File: config.mk
export PLATFORM = sky130hd
export DESIGN_NAME = rdm_mux
export DESIGN_NICKNAME = d
export VERILOG_FILES = /design/src/pkg/rdm_pkg.sv /design/src/core/rdm_mux.sv
export VERILOG_INCLUDE_DIRS = /design/src /design/src/pkg
export SDC_FILE = /design/constraint.sdc
export NUM_CORES = 1
export LEC_CHECK = 0
export ABC_AREA = 1
export BUFFER_PORTS_ARGS = -buffer_cell sky130_fd_sc_hd__buf_2
export CAP_MARGIN = 20
export CORE_AREA = 3 3 44 76
export CTS_BUF_LIST = sky130_fd_sc_hd__clkbuf_4
export DETAILED_ROUTE_END_ITERATION = 10
export DIE_AREA = 0 0 47 79
export MAX_ROUTING_LAYER = met4
export PLACE_DENSITY_LB_ADDON = 0.3
export SLEW_MARGIN = 0
export SYNTH_ARGS = -nofsm -noshare
export SYNTH_HDL_FRONTEND = slang
export SYNTH_SLANG_ARGS = --single-unit
export TNS_END_PERCENT = 5
File: constraint.sdc
create_clock -name mclk_i -period 0.8 [get_ports mclk_i]
set_input_delay 0.08 -clock mclk_i [delete_from_list [all_inputs] [get_ports mclk_i]]
set_output_delay 0.08 -clock mclk_i [all_outputs]
set_load 0.01 [all_outputs]
File: src/pkg/rdm_params.svh
// Purpose: Constants for the radio diagnostic signal multiplexer
// Assumes: Select words come straight from core configuration flops
// Notes:   Scheme codes and port order word as programmed by software
`ifndef RDM_PARAMS_SVH
`define RDM_PARAMS_SVH
`define RDM_NUM_PORTS      8
`define RDM_SEL_EVENTS     32'h8383_8383
`define RDM_SEL_BITSTREAM  32'h9292_9292
`define RDM_ORDER_NATURAL  32'h7654_3210
`define RDM_PORTS_LOW      8'h00
`endif

File: src/pkg/rdm_pkg.sv
// Purpose: Types for the radio diagnostic signal multiplexer
// Assumes: Constants live in rdm_params.svh
// Notes:   Scheme encoding is internal only
package rdm_pkg;
	// Active routing scheme
	typedef enum logic [1:0] {
		RDM_SCHEME_OFF    = 2'b00,
		RDM_SCHEME_EVENTS = 2'b01,
		RDM_SCHEME_BITS   = 2'b10
	} rdm_scheme_t;
	// Diagnostic port bundle
	typedef logic [7:0] rdm_ports_t;
endpackage

File: src/core/rdm_mux.sv
// Purpose: Route internal link-layer signals to eight diagnostic pins
// Assumes: All inputs synchronous to mclk_i; source logic shapes pulses
// Notes:   Outputs registered, one cycle behind their sources
`timescale 1ns/1ps
`include "rdm_params.svh"

module rdm_mux (
	input  wire logic              mclk_i,
	input  wire logic              rst_b_i,
	input  wire logic [31:0]       diag_select_a_i,
	input  wire logic [31:0]       diag_select_b_i,
	input  wire logic [31:0]       diag_port_order_i,
	input  wire logic              radio_tx_enable_i,
	input  wire logic              radio_rx_enable_i,
	input  wire logic              access_addr_corr_window_i,
	input  wire logic              access_addr_hit_pulse_i,
	input  wire logic              link_event_active_i,
	input  wire logic              event_end_pulse_i,
	input  wire logic              packet_rx_pulse_i,
	input  wire logic              mem_conflict_pulse_i,
	input  wire logic              pkt_ctrl_rx_bit_i,
	input  wire logic              pkt_ctrl_rx_valid_i,
	input  wire logic              stream_engine_rx_bit_i,
	input  wire logic              stream_engine_rx_valid_i,
	input  wire logic              pkt_ctrl_tx_bit_i,
	input  wire logic              pkt_ctrl_tx_valid_i,
	input  wire logic              stream_engine_tx_bit_i,
	input  wire logic              stream_engine_tx_valid_i,
	output rdm_pkg::rdm_ports_t    diag_port_o
);
	import rdm_pkg::*;

	// Decoded scheme
	wire logic        order_ok;
	wire logic        sel_events;
	wire logic        sel_bits;
	rdm_scheme_t      scheme;
	// Candidate port groups
	wire logic [7:0]  events_group;
	wire logic [7:0]  bits_group;
	wire logic [7:0]  diag_next;
	logic [7:0]       diag_next_c; // Combinational select result
	// Output flops and the word they clear to
	logic [7:0]       diag_reg;
	localparam rdm_ports_t PORTS_LOW = `RDM_PORTS_LOW;

	// Scheme decode from the three select words
	// All three words must match; a half written set stays off
	// The order word is only honoured at its natural value
	assign order_ok   = (diag_port_order_i == `RDM_ORDER_NATURAL);
	assign sel_events = order_ok
		&& (diag_select_a_i == `RDM_SEL_EVENTS)
		&& (diag_select_b_i == `RDM_SEL_EVENTS);
	assign sel_bits   = order_ok
		&& (diag_select_a_i == `RDM_SEL_BITSTREAM)
		&& (diag_select_b_i == `RDM_SEL_BITSTREAM);
	assign scheme = sel_events ? RDM_SCHEME_EVENTS
		: (sel_bits ? RDM_SCHEME_BITS : RDM_SCHEME_OFF);

	// Event scheme: bit n goes to port n
	// Window and hit pulse are passed unaltered from correlator
	assign events_group = {
		mem_conflict_pulse_i,
		packet_rx_pulse_i,
		event_end_pulse_i,
		link_event_active_i,
		access_addr_hit_pulse_i,
		access_addr_corr_window_i,
		radio_rx_enable_i,
		radio_tx_enable_i};

	// Bit scheme: each data bit beside its qualifier
	// Stream engine bits come from the CRC and whitening stage
	assign bits_group = {
		stream_engine_tx_valid_i,
		stream_engine_tx_bit_i,
		pkt_ctrl_tx_valid_i,
		pkt_ctrl_tx_bit_i,
		stream_engine_rx_valid_i,
		stream_engine_rx_bit_i,
		pkt_ctrl_rx_valid_i,
		pkt_ctrl_rx_bit_i};

	// Port selection, low when no scheme matches
	always_comb begin
		case (scheme)
			RDM_SCHEME_EVENTS: diag_next_c = events_group;
			RDM_SCHEME_BITS:   diag_next_c = bits_group;
			default:           diag_next_c = `RDM_PORTS_LOW;
		endcase
	end
	// Selected word handed to the port flops
	assign diag_next = diag_next_c;

	// Output register, one flop per fixed port
	// Registering hides select decode glitches from the pins
	generate
		for (genvar p = 0; p < `RDM_NUM_PORTS; p++) begin : g_port
			// Port flop, low while reset is held
			always_ff @(posedge mclk_i or negedge rst_b_i) begin
				if (!rst_b_i) begin
					diag_reg[p] <= PORTS_LOW[p];
				end else begin
					diag_reg[p] <= diag_next[p];
				end
			end
		end
	endgenerate
	// Pins see the flops directly, no logic after them
	assign diag_port_o = diag_reg;

	// Routing checks: each port shows its source one edge later
	// All but the reset check are muted while reset is held low

	// Whole event word follows its sources
	property p_events;
		@(posedge mclk_i) disable iff (!rst_b_i)
		sel_events |=> diag_port_o == $past(events_group);
	endproperty
	AST_EVENTS_MAP: assert property (p_events)
		else $error("event scheme routing wrong");

	// Event active level carried to port 4
	AST_EVENTS_HIGH: assert property (@(posedge mclk_i)
		disable iff (!rst_b_i)
		sel_events && link_event_active_i |=> diag_port_o[4])
		else $error("event active not on port 4");

	// Memory conflict pulse carried to port 7
	AST_CONFLICT: assert property (@(posedge mclk_i)
		disable iff (!rst_b_i)
		sel_events && mem_conflict_pulse_i |=> diag_port_o[7])
		else $error("conflict pulse not on port 7");

	// No hit on port 3 unless the correlator reported one
	AST_HIT_ONLY: assert property (@(posedge mclk_i)
		disable iff (!rst_b_i)
		sel_events && !access_addr_hit_pulse_i |=> !diag_port_o[3])
		else $error("hit pulse without source");

	// Whole bit stream word follows its sources
	AST_BITS_MAP: assert property (@(posedge mclk_i)
		disable iff (!rst_b_i)
		sel_bits |=> diag_port_o == $past(bits_group))
		else $error("bit scheme routing wrong");

	// Stream engine transmit bit on port 6
	AST_BITS_TX: assert property (@(posedge mclk_i)
		disable iff (!rst_b_i)
		sel_bits && stream_engine_tx_bit_i |=> diag_port_o[6])
		else $error("stream tx bit not on port 6");

	// No matching scheme keeps every port low
	AST_OFF_LOW: assert property (@(posedge mclk_i)
		disable iff (!rst_b_i)
		!sel_events && !sel_bits |=> diag_port_o == PORTS_LOW)
		else $error("ports not low when unselected");

	// A wrong order word blocks both schemes
	AST_ORDER: assert property (@(posedge mclk_i)
		disable iff (!rst_b_i)
		!order_ok |=> diag_port_o == PORTS_LOW)
		else $error("bad port order not blocked");

	// Correlation window level on port 2
	AST_WINDOW: assert property (@(posedge mclk_i)
		disable iff (!rst_b_i)
		sel_events [*2] |-> diag_port_o[2]
		== $past(access_addr_corr_window_i))
		else $error("window not on port 2");

	// Event end pulse on port 5
	AST_END: assert property (@(posedge mclk_i)
		disable iff (!rst_b_i)
		sel_events && event_end_pulse_i |=> diag_port_o[5])
		else $error("end pulse not on port 5");

	// Packet received pulse on port 6
	AST_RX: assert property (@(posedge mclk_i)
		disable iff (!rst_b_i)
		sel_events && packet_rx_pulse_i |=> diag_port_o[6])
		else $error("rx pulse not on port 6");

	// Stream engine receive bit on port 2
	AST_STREAM_RX: assert property (@(posedge mclk_i)
		disable iff (!rst_b_i)
		sel_bits && stream_engine_rx_bit_i |=> diag_port_o[2])
		else $error("stream rx bit not on port 2");

	// Reset seen at an edge leaves all ports low at the next
	AST_RESET_LOW: assert property (@(posedge mclk_i)
		!rst_b_i |=> diag_port_o == PORTS_LOW)
		else $error("ports not low in reset");

	// Radio transmit enable on port 0
	AST_TX_EN: assert property (@(posedge mclk_i)
		disable iff (!rst_b_i)
		sel_events && radio_tx_enable_i |=> diag_port_o[0])
		else $error("tx enable not on port 0");

	// Radio receive enable on port 1
	AST_RX_EN: assert property (@(posedge mclk_i)
		disable iff (!rst_b_i)
		sel_events && radio_rx_enable_i |=> diag_port_o[1])
		else $error("rx enable not on port 1");

	// Upper half of the event word in its fixed order
	AST_UPPER: assert property (@(posedge mclk_i)
		disable iff (!rst_b_i)
		sel_events |=> diag_port_o[7:4] == $past(events_group[7:4]))
		else $error("event ports 4 to 7 wrong");

	// Window low on port 2 while not searching
	AST_WIN_LOW: assert property (@(posedge mclk_i)
		disable iff (!rst_b_i)
		sel_events && !access_addr_corr_window_i |=> !diag_port_o[2])
		else $error("window high without search");

	// Correlator hit reaches port 3
	AST_HIT: assert property (@(posedge mclk_i)
		disable iff (!rst_b_i)
		sel_events && access_addr_hit_pulse_i |=> diag_port_o[3])
		else $error("hit pulse not on port 3");

	// Port 4 low when no event is running
	AST_EVENT_LOW: assert property (@(posedge mclk_i)
		disable iff (!rst_b_i)
		sel_events && !link_event_active_i |=> !diag_port_o[4])
		else $error("event active without source");

	// Port 4 stays up across a running event
	AST_EVENT_SPAN: assert property (@(posedge mclk_i)
		disable iff (!rst_b_i)
		(sel_events && link_event_active_i) [*2] |-> diag_port_o[4])
		else $error("event active dropped mid event");

	// No end pulse on port 5 without its source
	AST_END_LOW: assert property (@(posedge mclk_i)
		disable iff (!rst_b_i)
		sel_events && !event_end_pulse_i |=> !diag_port_o[5])
		else $error("end pulse without source");

	// No packet pulse on port 6 without its source
	AST_RX_LOW: assert property (@(posedge mclk_i)
		disable iff (!rst_b_i)
		sel_events && !packet_rx_pulse_i |=> !diag_port_o[6])
		else $error("rx pulse without source");

	// No conflict pulse on port 7 without its source
	AST_CONFLICT_LOW: assert property (@(posedge mclk_i)
		disable iff (!rst_b_i)
		sel_events && !mem_conflict_pulse_i |=> !diag_port_o[7])
		else $error("conflict pulse without source");

	// Packet controller receive bit on port 0
	AST_PKT_RX: assert property (@(posedge mclk_i)
		disable iff (!rst_b_i)
		sel_bits && pkt_ctrl_rx_bit_i |=> diag_port_o[0])
		else $error("packet rx bit not on port 0");

	// Packet controller receive qualifier on port 1
	AST_PKT_RXV: assert property (@(posedge mclk_i)
		disable iff (!rst_b_i)
		sel_bits && pkt_ctrl_rx_valid_i |=> diag_port_o[1])
		else $error("packet rx valid not on port 1");

	// Stream engine receive qualifier on port 3
	AST_STREAM_RXV: assert property (@(posedge mclk_i)
		disable iff (!rst_b_i)
		sel_bits && stream_engine_rx_valid_i |=> diag_port_o[3])
		else $error("stream rx valid not on port 3");

	// Packet controller transmit bit on port 4
	AST_PKT_TX: assert property (@(posedge mclk_i)
		disable iff (!rst_b_i)
		sel_bits && pkt_ctrl_tx_bit_i |=> diag_port_o[4])
		else $error("packet tx bit not on port 4");

	// Packet controller transmit qualifier on port 5
	AST_PKT_TXV: assert property (@(posedge mclk_i)
		disable iff (!rst_b_i)
		sel_bits && pkt_ctrl_tx_valid_i |=> diag_port_o[5])
		else $error("packet tx valid not on port 5");

	// Stream engine transmit qualifier on port 7
	AST_STREAM_TXV: assert property (@(posedge mclk_i)
		disable iff (!rst_b_i)
		sel_bits && stream_engine_tx_valid_i |=> diag_port_o[7])
		else $error("stream tx valid not on port 7");

	// Port 2 low when the stream receive bit is low
	AST_STREAM_RX_LOW: assert property (@(posedge mclk_i)
		disable iff (!rst_b_i)
		sel_bits && !stream_engine_rx_bit_i |=> !diag_port_o[2])
		else $error("stream rx bit high without source");

	// Port 6 low when the stream transmit bit is low
	AST_STREAM_TX_LOW: assert property (@(posedge mclk_i)
		disable iff (!rst_b_i)
		sel_bits && !stream_engine_tx_bit_i |=> !diag_port_o[6])
		else $error("stream tx bit high without source");

	// Main scenarios
	// Event scheme selected
	COV_EVENTS: cover property (@(posedge mclk_i) sel_events);
	// Bit stream scheme selected
	COV_BITS: cover property (@(posedge mclk_i) sel_bits);
	// Access address hit routed out
	COV_HIT: cover property (@(posedge mclk_i)
		sel_events && access_addr_hit_pulse_i);
	// Scheme switched on the fly
	COV_SWITCH: cover property (@(posedge mclk_i)
		sel_events ##1 sel_bits);
	// Bad order word refused
	COV_REFUSED: cover property (@(posedge mclk_i)
		rst_b_i && !order_ok);
endmodule

==> summary.txt <==
status -> finished, violations left
failing checks -> setup timing
Sw Ratio -> 0.2600
NumNets Final -> 455
synth warn -> 0
Synth Net Count -> 328
I/O Buffers -> 121
Die Y-Extent -> 79 um
routed wire length per instance -> 8.167 um
hold path cells -> 3
RSZ-0062 raised after global routing -> yes
Slew Limit Fails -> 0
worst setup margin -> -51.76 ps
leading area contributor after synthesis -> nand2_1
final setup fails -> 16
Final period util -> 1.065
DRT antenna net count -> 0
Design Area, Final -> 0.001708 sq mm
crit path capture type -> flop
Die W -> 47 um
clock buffer depth -> 2
area delta synth->final -> 66.26%
Post-DP HPWL -> 2.783 mm
max reg flops -> 8
# H-tree levels -> 1
initial antenna violation count -> 0
Antenna diodes -> 0
Clock Root Buffer -> clkbuf_4
Crit path top cell by count -> nand2_1
total gr overflow -> 0
Worst EP required -> 980 ps
final hold violation count -> 0
Seq pwr share -> 0.360
1st-pass router iterations -> 4
Avg Inst Size Synth -> 4.800 sq um
floorplan core area -> 0.002753 sq mm
share of total power in combinational logic -> 0.381
largest net degree at the start of global routing -> 9
initial core utilization -> 0.3732
share of cells above drive strength 1 -> 0.3864
clock sinks -> 8
crit path kind -> input port to flop
switching pwr -> 0.2931 mW
Multi-input gate area -> 589.3 sq um
sequential share of the synthesized area -> 0.1949
post-CTS setup repair buffer count -> 0
CP Cell Sequence -> buf_2, or2_0, nor2_1, nand2_1, nor2_2, nand2_2, inv_2, nand3_1, nand2_1
Mapped Area -> 0.001027 sq mm
Synth Instances -> 214
Final Routed Wirelength -> 2.989 mm
Slew HR -> 0.8804
DIE AREA -> 0.003713 sq mm
Max VDD drop -> 0.0004474 V
GR Util All Layers -> 0.1607
Seq cells post-synth -> 8
CTS buffer count -> 3
boundary pin count -> 122
CTS tree -> done
Worst Path Max Fanout -> 8
synth unique cells -> 12
Reg clk slew, reported paths -> 50 ps
critical path's slowest cell -> or2_0
DR iter-0 viols -> 30
Register Area -> 200.2 sq um
worst path arrival time -> 1030 ps
detailed-route via count -> 1524
DRC Markers -> 0
Slew @ Worst Pin -> 179.0 ps
PwrDens -> 660.1 mW/mm^2
fill cell instance count of the final layout -> 287
Max-cap violations -> 0
Final Critical Period -> 851.8 ps
crit-path max cell delay -> 200 ps
worst hold margin -> 58.25 ps
Vias/cell -> 4.164
Worst Setup Start Kind -> input port
vias in the first global route -> 1300
Yosys top cell area share -> 0.2996
fmax -> 1174 MHz
routability cong. -> 0.8138
num rows -> 25
top area cells in the synthesized netlist -> nand2_1 30%, inv_1 23%, dfrtp_1 19%
P_leak -> 1.238 nW
Clock Power Share -> 0.259
worst min path class -> input port to flop
global-route wire length before repair -> 4.547 mm
dpl cell area -> 0.001667 sq mm
P_int -> 0.8342 mW
## logic make-up (layout without fill, tap and decap cells)
kind of cell           Yosys count  count (layout)  synth area share
AND/OR/NAND/NOR                142             142            0.5713
flip-flops                       8               8            0.1949
buffers and inverters           64             189            0.2339
## timing repair
item / CTS / global route
endpoints found under the hold margin: 8 / 0
setup endpoints to repair: 16 / 16
gates resized for setup: 0 / 2
hold buffers: 1 / 0
## worst max-delay path, delay by kind of cell
kind                   cells  cell delay [ps]
AND/OR/NAND/NOR            7              720
buffers and inverters      2              230
## cell type report
cell class | instances | area share
Tap cell | 27 | 0.01978
Sequential cell | 8 | 0.1172
Clock buffer | 3 | 0.01319
Timing Repair Buffer | 122 | 0.3641
Inverter | 64 | 0.1407
Multi-Input combinational cell | 142 | 0.3451
## power groups by stage
| stage | clock, mW | combinational [mW] | sequential, mW |
|---|---|---|---|
| 6_report | 0.292 | 0.430 | 0.405 |
| 4_1_cts | 0.298 | 0.435 | 0.405 |
| 5_1_grt | 0.331 | 0.502 | 0.405 |
| 2_1_floorplan | 0 | 0.139 | 0.412 |
| 3_5_place_dp | 0 | 0.430 | 0.412 |
| 3_3_place_gp | 0 | 0.421 | 0.412 |
## stage by stage
step / cells / setup slack [ps] / power, mW / util / TNS (ps)
2_1_floorplan: 214 / -110.0 / 0.5509 / - / -879.8
3_3_place_gp: 362 / -280.4 / 0.8334 / 0.6055 / -2221
3_5_place_dp: 362 / -312.4 / 0.8423 / 0.6055 / -2406
4_1_cts: 366 / -62.71 / 1.138 / 0.6173 / -542.9
5_1_grt: 366 / -174.2 / 1.237 / 0.6205 / -1688
6_report: 366 / -51.76 / 1.127 / 0.6205 / -430.1
## cells in the mapped netlist, drive strengths merged
cell type	number
and2	1
dfrtp	8
inv	64
nand2	83
nand3	16
nor2	41
or2	1
## layout by cell type (no fill, tap or decap), types with 2 or more instances in the layout
cell      count
clkbuf_4      3
inv_2         2
nand2_2       2
nand3_1      16
inv_1        62
nand2_1      81
nor2_1       38
dfrtp_1       8
buf_2       120
## final timing paths
path / from / end
worst max-delay path: diag_select_b_i[27] / diag_port_o[6]
max in group asynchronous: rst_b_i / diag_port_o[4]
worst min-delay path: radio_tx_enable_i / diag_port_o[0]
min in group asynchronous: rst_b_i / diag_port_o[1]
## layer usage
layer	global-route usage	up-vias	routed length, um
li1	-	844	-
met3	0.02268	4	291
met2	0.3079	71	1763
met1	0.1509	605	910
met4	0.04986	0	24
met5	-	-	0
Note: power is estimated with default switching activity, not from simulation.
